==> src/dpsm_pkg.sv <==
package dpsm_pkg;

  // ==========================================================================
  // Register map (byte addresses, one aligned word each)
  // ==========================================================================
  localparam logic [7:0] ADDR_CONTROL  = 8'h00;
  localparam logic [7:0] ADDR_DUTY0    = 8'h04;
  localparam logic [7:0] ADDR_DUTY1    = 8'h08;
  localparam logic [7:0] ADDR_PORT_DIR = 8'h0c;
  localparam logic [7:0] ADDR_PORT_OUT = 8'h10;
  localparam logic [7:0] ADDR_STATUS   = 8'h14;

  // ==========================================================================
  // Field positions and reset values
  // ==========================================================================
  localparam int         CTRL_SPLIT_BIT = 7;
  localparam int         CTRL_CH1_BIT   = 6;
  localparam int         CTRL_CH0_BIT   = 5;
  localparam logic [7:0] CTRL_RESET     = 8'h00;
  localparam logic [7:0] DUTY_RESET     = 8'h00;
  localparam logic [1:0] PDIR_RESET     = 2'h3;
  localparam logic [1:0] POUT_RESET     = 2'h0;
  localparam logic [1:0] RESP_OKAY      = 2'h0;
  localparam logic [1:0] RESP_SLVERR    = 2'h2;

  // ==========================================================================
  // Timing
  // ==========================================================================
  localparam int         CYCLE_CLOCKS   = 256;
  localparam logic [7:0] CNT_LAST       = 8'hff;

  typedef enum logic {
    DPSM_SPLIT_TWO,
    DPSM_SPLIT_FOUR
  } dpsm_split_t;

  typedef struct packed {
    logic [1:0] dir;
    logic [1:0] out;
  } dpsm_port_t;

endpackage : dpsm_pkg

==> src/dpsm_top.sv <==
`timescale 1ns/10ps
module dpsm_top (
  input  wire logic        core_clk,
  input  wire logic        reset,
  input  wire logic [7:0]  s_axi_awaddr,
  input  wire logic        s_axi_awvalid,
  output logic             s_axi_awready,
  input  wire logic [31:0] s_axi_wdata,
  input  wire logic [3:0]  s_axi_wstrb,
  input  wire logic        s_axi_wvalid,
  output logic             s_axi_wready,
  output logic [1:0]       s_axi_bresp,
  output logic             s_axi_bvalid,
  input  wire logic        s_axi_bready,
  input  wire logic [7:0]  s_axi_araddr,
  input  wire logic        s_axi_arvalid,
  output logic             s_axi_arready,
  output logic [31:0]      s_axi_rdata,
  output logic [1:0]       s_axi_rresp,
  output logic             s_axi_rvalid,
  input  wire logic        s_axi_rready,
  input  wire logic [1:0]  pin_i,
  output logic [1:0]       pin_o,
  output logic [1:0]       pin_oe
);

  // ==========================================================================
  // Register state
  // ==========================================================================
  logic [7:0]          ctrl_r, ctrl_nxt;
  logic [7:0]          duty0_r, duty0_nxt;
  logic [7:0]          duty1_r, duty1_nxt;
  dpsm_pkg::dpsm_port_t port_r, port_nxt;
  logic [7:0]          cnt_r, cnt_nxt;
  logic                aw_got_r, aw_got_nxt;
  logic                w_got_r, w_got_nxt;
  logic [7:0]          awaddr_r, awaddr_nxt;
  logic [31:0]         wdata_r, wdata_nxt;
  logic                wlane_r, wlane_nxt;
  logic                awready_r, awready_nxt;
  logic                wready_r, wready_nxt;
  logic                bvalid_r, bvalid_nxt;
  logic [1:0]          bresp_r, bresp_nxt;
  logic                arready_r, arready_nxt;
  logic                rvalid_r, rvalid_nxt;
  logic [31:0]         rdata_r, rdata_nxt;
  logic [1:0]          rresp_r, rresp_nxt;
  logic                do_write;
  logic [7:0]          wb;
  logic                split_four;
  logic [1:0]          wave;
  logic [1:0]          sel;

  // ==========================================================================
  // Cycle counter
  // ==========================================================================
  always_comb begin
    cnt_nxt = cnt_r + 8'h01;  // Free-running, wraps each 256 clocks
  end

  // ==========================================================================
  // AXI4-Lite write
  // ==========================================================================
  always_comb begin
    aw_got_nxt  = aw_got_r;
    w_got_nxt   = w_got_r;
    awaddr_nxt  = awaddr_r;
    wdata_nxt   = wdata_r;
    wlane_nxt   = wlane_r;
    bvalid_nxt  = bvalid_r;
    bresp_nxt   = bresp_r;
    ctrl_nxt    = ctrl_r;
    duty0_nxt   = duty0_r;
    duty1_nxt   = duty1_r;
    port_nxt    = port_r;
    awready_nxt = !aw_got_r && !bvalid_r && !(s_axi_awvalid && awready_r);
    wready_nxt  = !w_got_r && !bvalid_r && !(s_axi_wvalid && wready_r);
    if (s_axi_awvalid && awready_r) begin
      aw_got_nxt = 1'b1;
      awaddr_nxt = s_axi_awaddr;
    end
    if (s_axi_wvalid && wready_r) begin
      w_got_nxt = 1'b1;
      wdata_nxt = s_axi_wdata;
      wlane_nxt = s_axi_wstrb[0];
    end
    do_write = aw_got_r && w_got_r;
    wb       = wdata_r[7:0];
    if (do_write) begin
      aw_got_nxt = 1'b0;
      w_got_nxt  = 1'b0;
      bvalid_nxt = 1'b1;
      bresp_nxt  = dpsm_pkg::RESP_OKAY;
      case (awaddr_r)
        dpsm_pkg::ADDR_CONTROL: begin
          if (wlane_r) begin
            ctrl_nxt = wb;
          end
        end
        dpsm_pkg::ADDR_DUTY0: begin
          if (wlane_r) begin
            duty0_nxt = wb;
          end
        end
        dpsm_pkg::ADDR_DUTY1: begin
          if (wlane_r) begin
            duty1_nxt = wb;
          end
        end
        dpsm_pkg::ADDR_PORT_DIR: begin
          if (wlane_r) begin
            port_nxt.dir = wb[1:0];
          end
        end
        dpsm_pkg::ADDR_PORT_OUT: begin
          if (wlane_r) begin
            port_nxt.out = wb[1:0];
          end
        end
        dpsm_pkg::ADDR_STATUS: begin
        end
        default: begin
          bresp_nxt = dpsm_pkg::RESP_SLVERR;
        end
      endcase
    end else if (bvalid_r && s_axi_bready) begin
      bvalid_nxt = 1'b0;
    end
  end

  // ==========================================================================
  // AXI4-Lite read
  // ==========================================================================
  always_comb begin
    arready_nxt = !rvalid_r && !(s_axi_arvalid && arready_r);
    rvalid_nxt  = rvalid_r;
    rdata_nxt   = rdata_r;
    rresp_nxt   = rresp_r;
    if (s_axi_arvalid && arready_r) begin
      rvalid_nxt = 1'b1;
      rresp_nxt  = dpsm_pkg::RESP_OKAY;
      case (s_axi_araddr)
        dpsm_pkg::ADDR_CONTROL:  rdata_nxt = {24'h000000, ctrl_r};
        dpsm_pkg::ADDR_DUTY0:    rdata_nxt = {24'h000000, duty0_r};
        dpsm_pkg::ADDR_DUTY1:    rdata_nxt = {24'h000000, duty1_r};
        dpsm_pkg::ADDR_PORT_DIR: rdata_nxt = {30'h0, port_r.dir};
        dpsm_pkg::ADDR_PORT_OUT: rdata_nxt = {30'h0, port_r.out};
        dpsm_pkg::ADDR_STATUS:   rdata_nxt = {20'h00000, pin_i, wave, cnt_r};
        default: begin
          rdata_nxt = 32'h00000000;
          rresp_nxt = dpsm_pkg::RESP_SLVERR;
        end
      endcase
    end else if (rvalid_r && s_axi_rready) begin
      rvalid_nxt = 1'b0;
    end
  end

  always_ff @(posedge core_clk or posedge reset) begin
    if (reset) begin
      ctrl_r    <= dpsm_pkg::CTRL_RESET;
      duty0_r   <= dpsm_pkg::DUTY_RESET;
      duty1_r   <= dpsm_pkg::DUTY_RESET;
      port_r    <= '{dir: dpsm_pkg::PDIR_RESET, out: dpsm_pkg::POUT_RESET};
      cnt_r     <= 8'h00;
      aw_got_r  <= 1'b0;
      w_got_r   <= 1'b0;
      awaddr_r  <= 8'h00;
      wdata_r   <= 32'h00000000;
      wlane_r   <= 1'b0;
      awready_r <= 1'b0;
      wready_r  <= 1'b0;
      bvalid_r  <= 1'b0;
      bresp_r   <= dpsm_pkg::RESP_OKAY;
      arready_r <= 1'b0;
      rvalid_r  <= 1'b0;
      rdata_r   <= 32'h00000000;
      rresp_r   <= dpsm_pkg::RESP_OKAY;
    end else begin
      ctrl_r    <= ctrl_nxt;
      duty0_r   <= duty0_nxt;
      duty1_r   <= duty1_nxt;
      port_r    <= port_nxt;
      cnt_r     <= cnt_nxt;
      aw_got_r  <= aw_got_nxt;
      w_got_r   <= w_got_nxt;
      awaddr_r  <= awaddr_nxt;
      wdata_r   <= wdata_nxt;
      wlane_r   <= wlane_nxt;
      awready_r <= awready_nxt;
      wready_r  <= wready_nxt;
      bvalid_r  <= bvalid_nxt;
      bresp_r   <= bresp_nxt;
      arready_r <= arready_nxt;
      rvalid_r  <= rvalid_nxt;
      rdata_r   <= rdata_nxt;
      rresp_r   <= rresp_nxt;
    end
  end

  assign s_axi_awready = awready_r;
  assign s_axi_wready  = wready_r;
  assign s_axi_bvalid  = bvalid_r;
  assign s_axi_bresp   = bresp_r;
  assign s_axi_arready = arready_r;
  assign s_axi_rvalid  = rvalid_r;
  assign s_axi_rdata   = rdata_r;
  assign s_axi_rresp   = rresp_r;

  // ==========================================================================
  // Channels and pins
  // ==========================================================================
  // Split choice is shared by both channels
  assign split_four = (ctrl_r[dpsm_pkg::CTRL_SPLIT_BIT] == dpsm_pkg::DPSM_SPLIT_FOUR);
  assign sel        = {ctrl_r[dpsm_pkg::CTRL_CH1_BIT], ctrl_r[dpsm_pkg::CTRL_CH0_BIT]};

  dpsm_channel u_ch0 (
    .core_clk   (core_clk),
    .reset      (reset),
    .duty       (duty0_r),
    .cnt        (cnt_r),
    .split_four (split_four),
    .wave       (wave[0])
  );

  dpsm_channel u_ch1 (
    .core_clk   (core_clk),
    .reset      (reset),
    .duty       (duty1_r),
    .cnt        (cnt_r),
    .split_four (split_four),
    .wave       (wave[1])
  );

  // Software must clear the direction bit for a PWM pin; otherwise it stays input
  dpsm_pin u_pin0 (
    .core_clk (core_clk),
    .reset    (reset),
    .wave     (wave[0]),
    .sel      (sel[0]),
    .dir_in   (port_r.dir[0]),
    .latch    (port_r.out[0]),
    .pin_o    (pin_o[0]),
    .pin_oe   (pin_oe[0])
  );

  dpsm_pin u_pin1 (
    .core_clk (core_clk),
    .reset    (reset),
    .wave     (wave[1]),
    .sel      (sel[1]),
    .dir_in   (port_r.dir[1]),
    .latch    (port_r.out[1]),
    .pin_o    (pin_o[1]),
    .pin_oe   (pin_oe[1])
  );
endmodule : dpsm_top

==> src/dpsm_channel.sv <==
`timescale 1ns/10ps
module dpsm_channel (
  input  wire logic       core_clk,
  input  wire logic       reset,
  input  wire logic [7:0] duty,
  input  wire logic [7:0] cnt,
  input  wire logic       split_four,
  output logic            wave
);

  logic       wave_r;
  logic       wave_nxt;
  logic [7:0] duty_r;
  logic [7:0] duty_nxt;
  logic [6:0] coarse;
  logic [6:0] pos;
  logic [1:0] fine;
  logic [1:0] sub;
  logic [7:0] high_cnt;

  // ==========================================================================
  // Duty latch and compare
  // ==========================================================================
  always_comb begin
    duty_nxt = duty_r;
    // Latch at last clock so a whole cycle uses one value
    if (cnt == dpsm_pkg::CNT_LAST) begin
      duty_nxt = duty;
    end
    if (split_four) begin
      coarse = {1'b0, duty_r[7:2]};
      fine   = duty_r[1:0];
      sub    = cnt[7:6];
      pos    = {1'b0, cnt[5:0]};
    end else begin
      coarse = duty_r[7:1];
      fine   = {1'b0, duty_r[0]};
      sub    = {1'b0, cnt[7]};
      pos    = cnt[6:0];
    end
    // Extra clock in early sub-cycles
    high_cnt = {1'b0, coarse} + ((sub < fine) ? 8'h01 : 8'h00);
    // High from first clock of sub-cycle
    wave_nxt = ({1'b0, pos} < high_cnt);
  end

  always_ff @(posedge core_clk or posedge reset) begin
    if (reset) begin
      duty_r <= dpsm_pkg::DUTY_RESET;
      wave_r <= 1'b0;
    end else begin
      duty_r <= duty_nxt;
      wave_r <= wave_nxt;
    end
  end

  assign wave = wave_r;

endmodule : dpsm_channel

==> src/dpsm_pin.sv <==
`timescale 1ns/10ps
module dpsm_pin (
  input  wire logic core_clk,
  input  wire logic reset,
  input  wire logic wave,
  input  wire logic sel,
  input  wire logic dir_in,
  input  wire logic latch,
  output logic      pin_o,
  output logic      pin_oe
);

  logic o_r;
  logic o_nxt;
  logic oe_r;
  logic oe_nxt;

  // ==========================================================================
  // Pin mux
  // ==========================================================================
  always_comb begin
    oe_nxt = !dir_in;  // Input when direction bit set
    if (sel) begin
      o_nxt = latch & wave;  // Latch gates waveform
    end else begin
      o_nxt = latch;
    end
  end

  always_ff @(posedge core_clk or posedge reset) begin
    if (reset) begin
      o_r  <= 1'b0;
      oe_r <= 1'b0;
    end else begin
      o_r  <= o_nxt;
      oe_r <= oe_nxt;
    end
  end

  assign pin_o  = o_r;
  assign pin_oe = oe_r;

endmodule : dpsm_pin

==> config.mk <==
export PLATFORM = sky130hd
export DESIGN_NAME = dpsm_top
export DESIGN_NICKNAME = d
export VERILOG_FILES = /design/src/dpsm_pkg.sv /design/src/dpsm_top.sv /design/src/dpsm_channel.sv /design/src/dpsm_pin.sv
export SDC_FILE = /design/constraint.sdc
export NUM_CORES = 1
export LEC_CHECK = 0
export BUFFER_PORTS_ARGS = -buffer_cell sky130_fd_sc_hd__buf_2
export CORE_MARGIN = 10
export CORE_UTILIZATION = 41
export CTS_BUF_LIST = sky130_fd_sc_hd__clkbuf_8
export DETAILED_ROUTE_END_ITERATION = 8
export GPL_TIMING_DRIVEN = 0
export REMOVE_ABC_BUFFERS = 1
export SYNTH_ARGS = -nofsm -noshare
export SYNTH_HDL_FRONTEND = slang
export SYNTH_SLANG_ARGS = --single-unit
==> constraint.sdc <==
create_clock -name core_clk -period 6 [get_ports core_clk]
set_input_delay 1.2 -clock core_clk [delete_from_list [all_inputs] [get_ports core_clk]]
set_output_delay 1.2 -clock core_clk [all_outputs]
set_load 0.05 [all_outputs]
==> metrics.md <==
| Metric | Value |
|---|---|
| Setup crit start kind | flip-flop |
| # H-tree levels | 3 |
| Layout area overhead | 10.4% |
| Post-Synthesis Cells | approximately 400 |
| Fin. Hold Viols | 0 |
| Vias in the first global route | 3,283 |
| Setup TNS | 0 ns |
| Hold path depth | 1 |
| Share of layout cells above drive strength 1 | 33.2% |
| Mapped Avg Cell Area | about 12 sq um |
| Clk Latency, worst-skew pair | roughly 0.36 ns |
| Most common cell after layout, fill and taps aside | dfrtp_1 |
| Worst slew margin | approximately 27% |
| # fillers | 1,089 |
| Clock transition at the registers of the reported paths | 0.08 ns |
| Critical path required time | 6.21 ns |
| Die area | roughly 17,000 sq um |
| Post-CTS sizing | 0 |
| Iteration-0 DRC Markers | between 300 and 400 |
| DIE HEIGHT | 129 microns |
| DR vias | 3,246 |
| Static Leakage | 2.60 nW |
| Seq/Total Area, Yosys | 49.0% |
| R2R cell count | 11 |
| Worst-path fanout max | 35 |
| Status | finished clean |
| Largest net degree at the start of global routing | 55 |
| Clock sink total | 96 |
| GPL Wtd Cong | between 0.7 and 0.8 |
| Wire per inst | 17.1 microns |
| DPL Wire Length | 7920 microns |
| Detailed-route wire length | 10,400 microns |
| RSZ-0062 raised after global routing | false |
| HP Class | reg -> reg |
| DR vias/cell | 5.35 |
| Non-filler cells, final | between 600 and 700 |
| First-pass GRT wire length | 16,800 microns |
| Initial antenna violation count | 0 |
| Synthesized area | 4910 sq um |
| Hold Buf Count CTS | 0 |
| #FFs+latches synth | 96 |
| Final Instance Area | 5420 sq um |
| CTS tree | done |
| DP Cell Count | 591 |
| EDFF count, synth | 0 |
| GRT Resource Usage Total | about an eighth |
| Std cell rows | 39 |
| Final setup margin | 2.41 ns |
| Detail Route Antenna Nets | 0 |
| Placed Area | 5210 sq um |
| Clock skew | 0.00625 ns |
| TritonRoute pass-1 iters | 4 |
| Max Slew Vio Count | 0 |
| # DRC | 0 |
| Ys flop type | dfrtp_1 |
| Netlist cell types | 48 |
| CP arrival | 3.81 ns |
| Max Root-Sink Buffers | 2 |
| Final period util | 59.9% |
| Boundary pin count | 106 |
| Worst slack, placed | 2.42 ns |
| Crit path capture type | flip-flop |
| Fin nets | 537 |
| Setup Buffers After CTS | 0 |
| CP Class | reg -> reg |
| Congestion Overflow GR | 0 |
| Worst slew pin tran | roughly 1.1 ns |
| VDD IR max | 285 uV |
| Max-Cap Viols | 0 |
| Ys Warns | 0 |
| Core footprint | about 12,000 sq um |
| Async set-reset flop share out of synthesis | 100% |
| PD cells | 304 nW/um^2 |
| Fmax | 278 MHz |
| Fin Hold WS | 0.457 ns |
| Initial Utilization | a little over two fifths |
| Final setup viols | 0 |
| Final critical-path required period | 3.59 ns |
| Most frequent cells in the layout | dfrtp_1, mux2_2, buf_2 |
| CTS Root Cell | clkbuf_8 |
| CTS buffer count | 9 |
| Antenna cells | 0 |
| Port Buffers | 56 |
| Chip width | 129 microns |
[flip-flops by register name, summed over array words and instances, names as in the netlist, 4 cells and up]
register	cells
u_ch0.duty_r	8
ctrl_r	8
u_ch1.duty_r	8
cnt_r	8
awaddr_r	8
wdata_r	8
duty0_r	8
port_r	4
s_axi_rdata	12
duty1_r	8
[critical path: stages, from the launching register on]
cell and delay [ns]:
dfrtp_1 1.07, a21oi_1 0.22, a32o_1 0.29, ha_1 0.24, and4_1 0.28, and3_1 0.21, o32a_1 0.30, ha_1 0.33
nand4_1 0.09, and3_1 0.17, o21ai_0 0.07, o21ai_0 0.16
[cell type report]
cell class	instances	area [sq um]	area share, %
Clock inverter	5	55.1	1.02
Timing Repair Buffer	57	300	5.54
Multi-Input combinational cell	280	2270	41.9
Inverter	15	58.8	1.09
Clock buffer	11	151	2.80
Tap cell	143	179	3.30
Sequential cell	96	2400	44.4
[synth_stat cells, types with 2 or more instances]
library cell	instances	area (sq um)
nand3_1	8	40.0
buf_4	26	195
and4_1	2	17.5
nand2b_1	5	31.3
nor2b_1	3	18.8
a32o_1	6	60.1
mux2i_1	4	40.0
a22oi_1	6	45.0
and3_1	5	31.3
nand4b_4	2	47.6
xnor2_1	7	61.3
nor2_1	11	41.3
a21o_1	3	22.5
xor2_1	5	43.8
dfrtp_1	94	2350
o21ai_0	11	55.1
o32a_1	2	20.0
dfstp_2	2	52.6
nand4_1	10	62.6
nor3_1	2	10.0
a41oi_1	2	17.5
nor3b_1	2	15.0
nand2_1	16	60.1
a31oi_1	3	18.8
ha_1	17	213
and2_1	3	18.8
a21oi_1	24	120
mux4_2	2	45.0
nor4_1	2	12.5
a211oi_1	5	37.5
mux2_2	71	800
clkbuf_1	14	52.6
a221o_1	6	60.1
inv_1	15	56.3
a21boi_0	3	22.5
[report_power, final]
group	switching, W	internal, W	total (W)
registers	0.000126	0.000751	0.000877
logic	0.000205	0.000134	0.000339
clock network	0.000218	0.000215	0.000433
[kinds of logic (layout without fill, tap and decap cells)]
group / Yosys count / after routing / share of synthesized area [%]
flip-flops: 96 / 96 / 49.0
buffers and inverters: 57 / 88 / 6.38
other: 1 / 22 / 0.0764
AND/OR/NAND/NOR: 76 / 76 / 9.41
XOR/XNOR: 12 / 12 / 2.14
multiplexers: 77 / 77 / 18.0
AO/OA/AOI/OAI: 76 / 76 / 10.6
adder cells (fa/ha/maj): 17 / 17 / 4.34
[through the flow]
| step | util [%] | total power (W) |
|---|---|---|
| after floorplan | - | 0.00112 |
| after global placement | 44.9 | 0.00122 |
| after detailed placement | 45.1 | 0.00123 |
| after CTS | 46.8 | 0.00167 |
| after global routing | 46.8 | 0.00174 |
| final | 46.8 | 0.00165 |
[path summary, 6_finish.rpt]
| kind | start | slack, ns | end |
|---|---|---|---|
| setup / recovery | ctrl_r[7] | 2.41 | u_ch0.wave |
| max in group asynchronous | reset | 4.40 | s_axi_rdata[2] |
| hold reg to reg | port_r[2] | 0.46 | u_pin0.pin_oe |
| min in group asynchronous | reset | 0.94 | wdata_r[4] |
| hold / removal | port_r[2] | 0.46 | u_pin0.pin_oe |
| setup reg to reg | ctrl_r[7] | 2.41 | u_ch0.wave |
[metal layers]
metal  vias up  global-route usage, %  routed length, microns
met1      1596                   16.5                    4920
li1       1557                      -                       -
met2        87                   19.6                    4660
met4         0                   3.21                      59
met5         -                      0                       0
met3         6                   3.92                     716
Power figures use the tool's default switching activity.
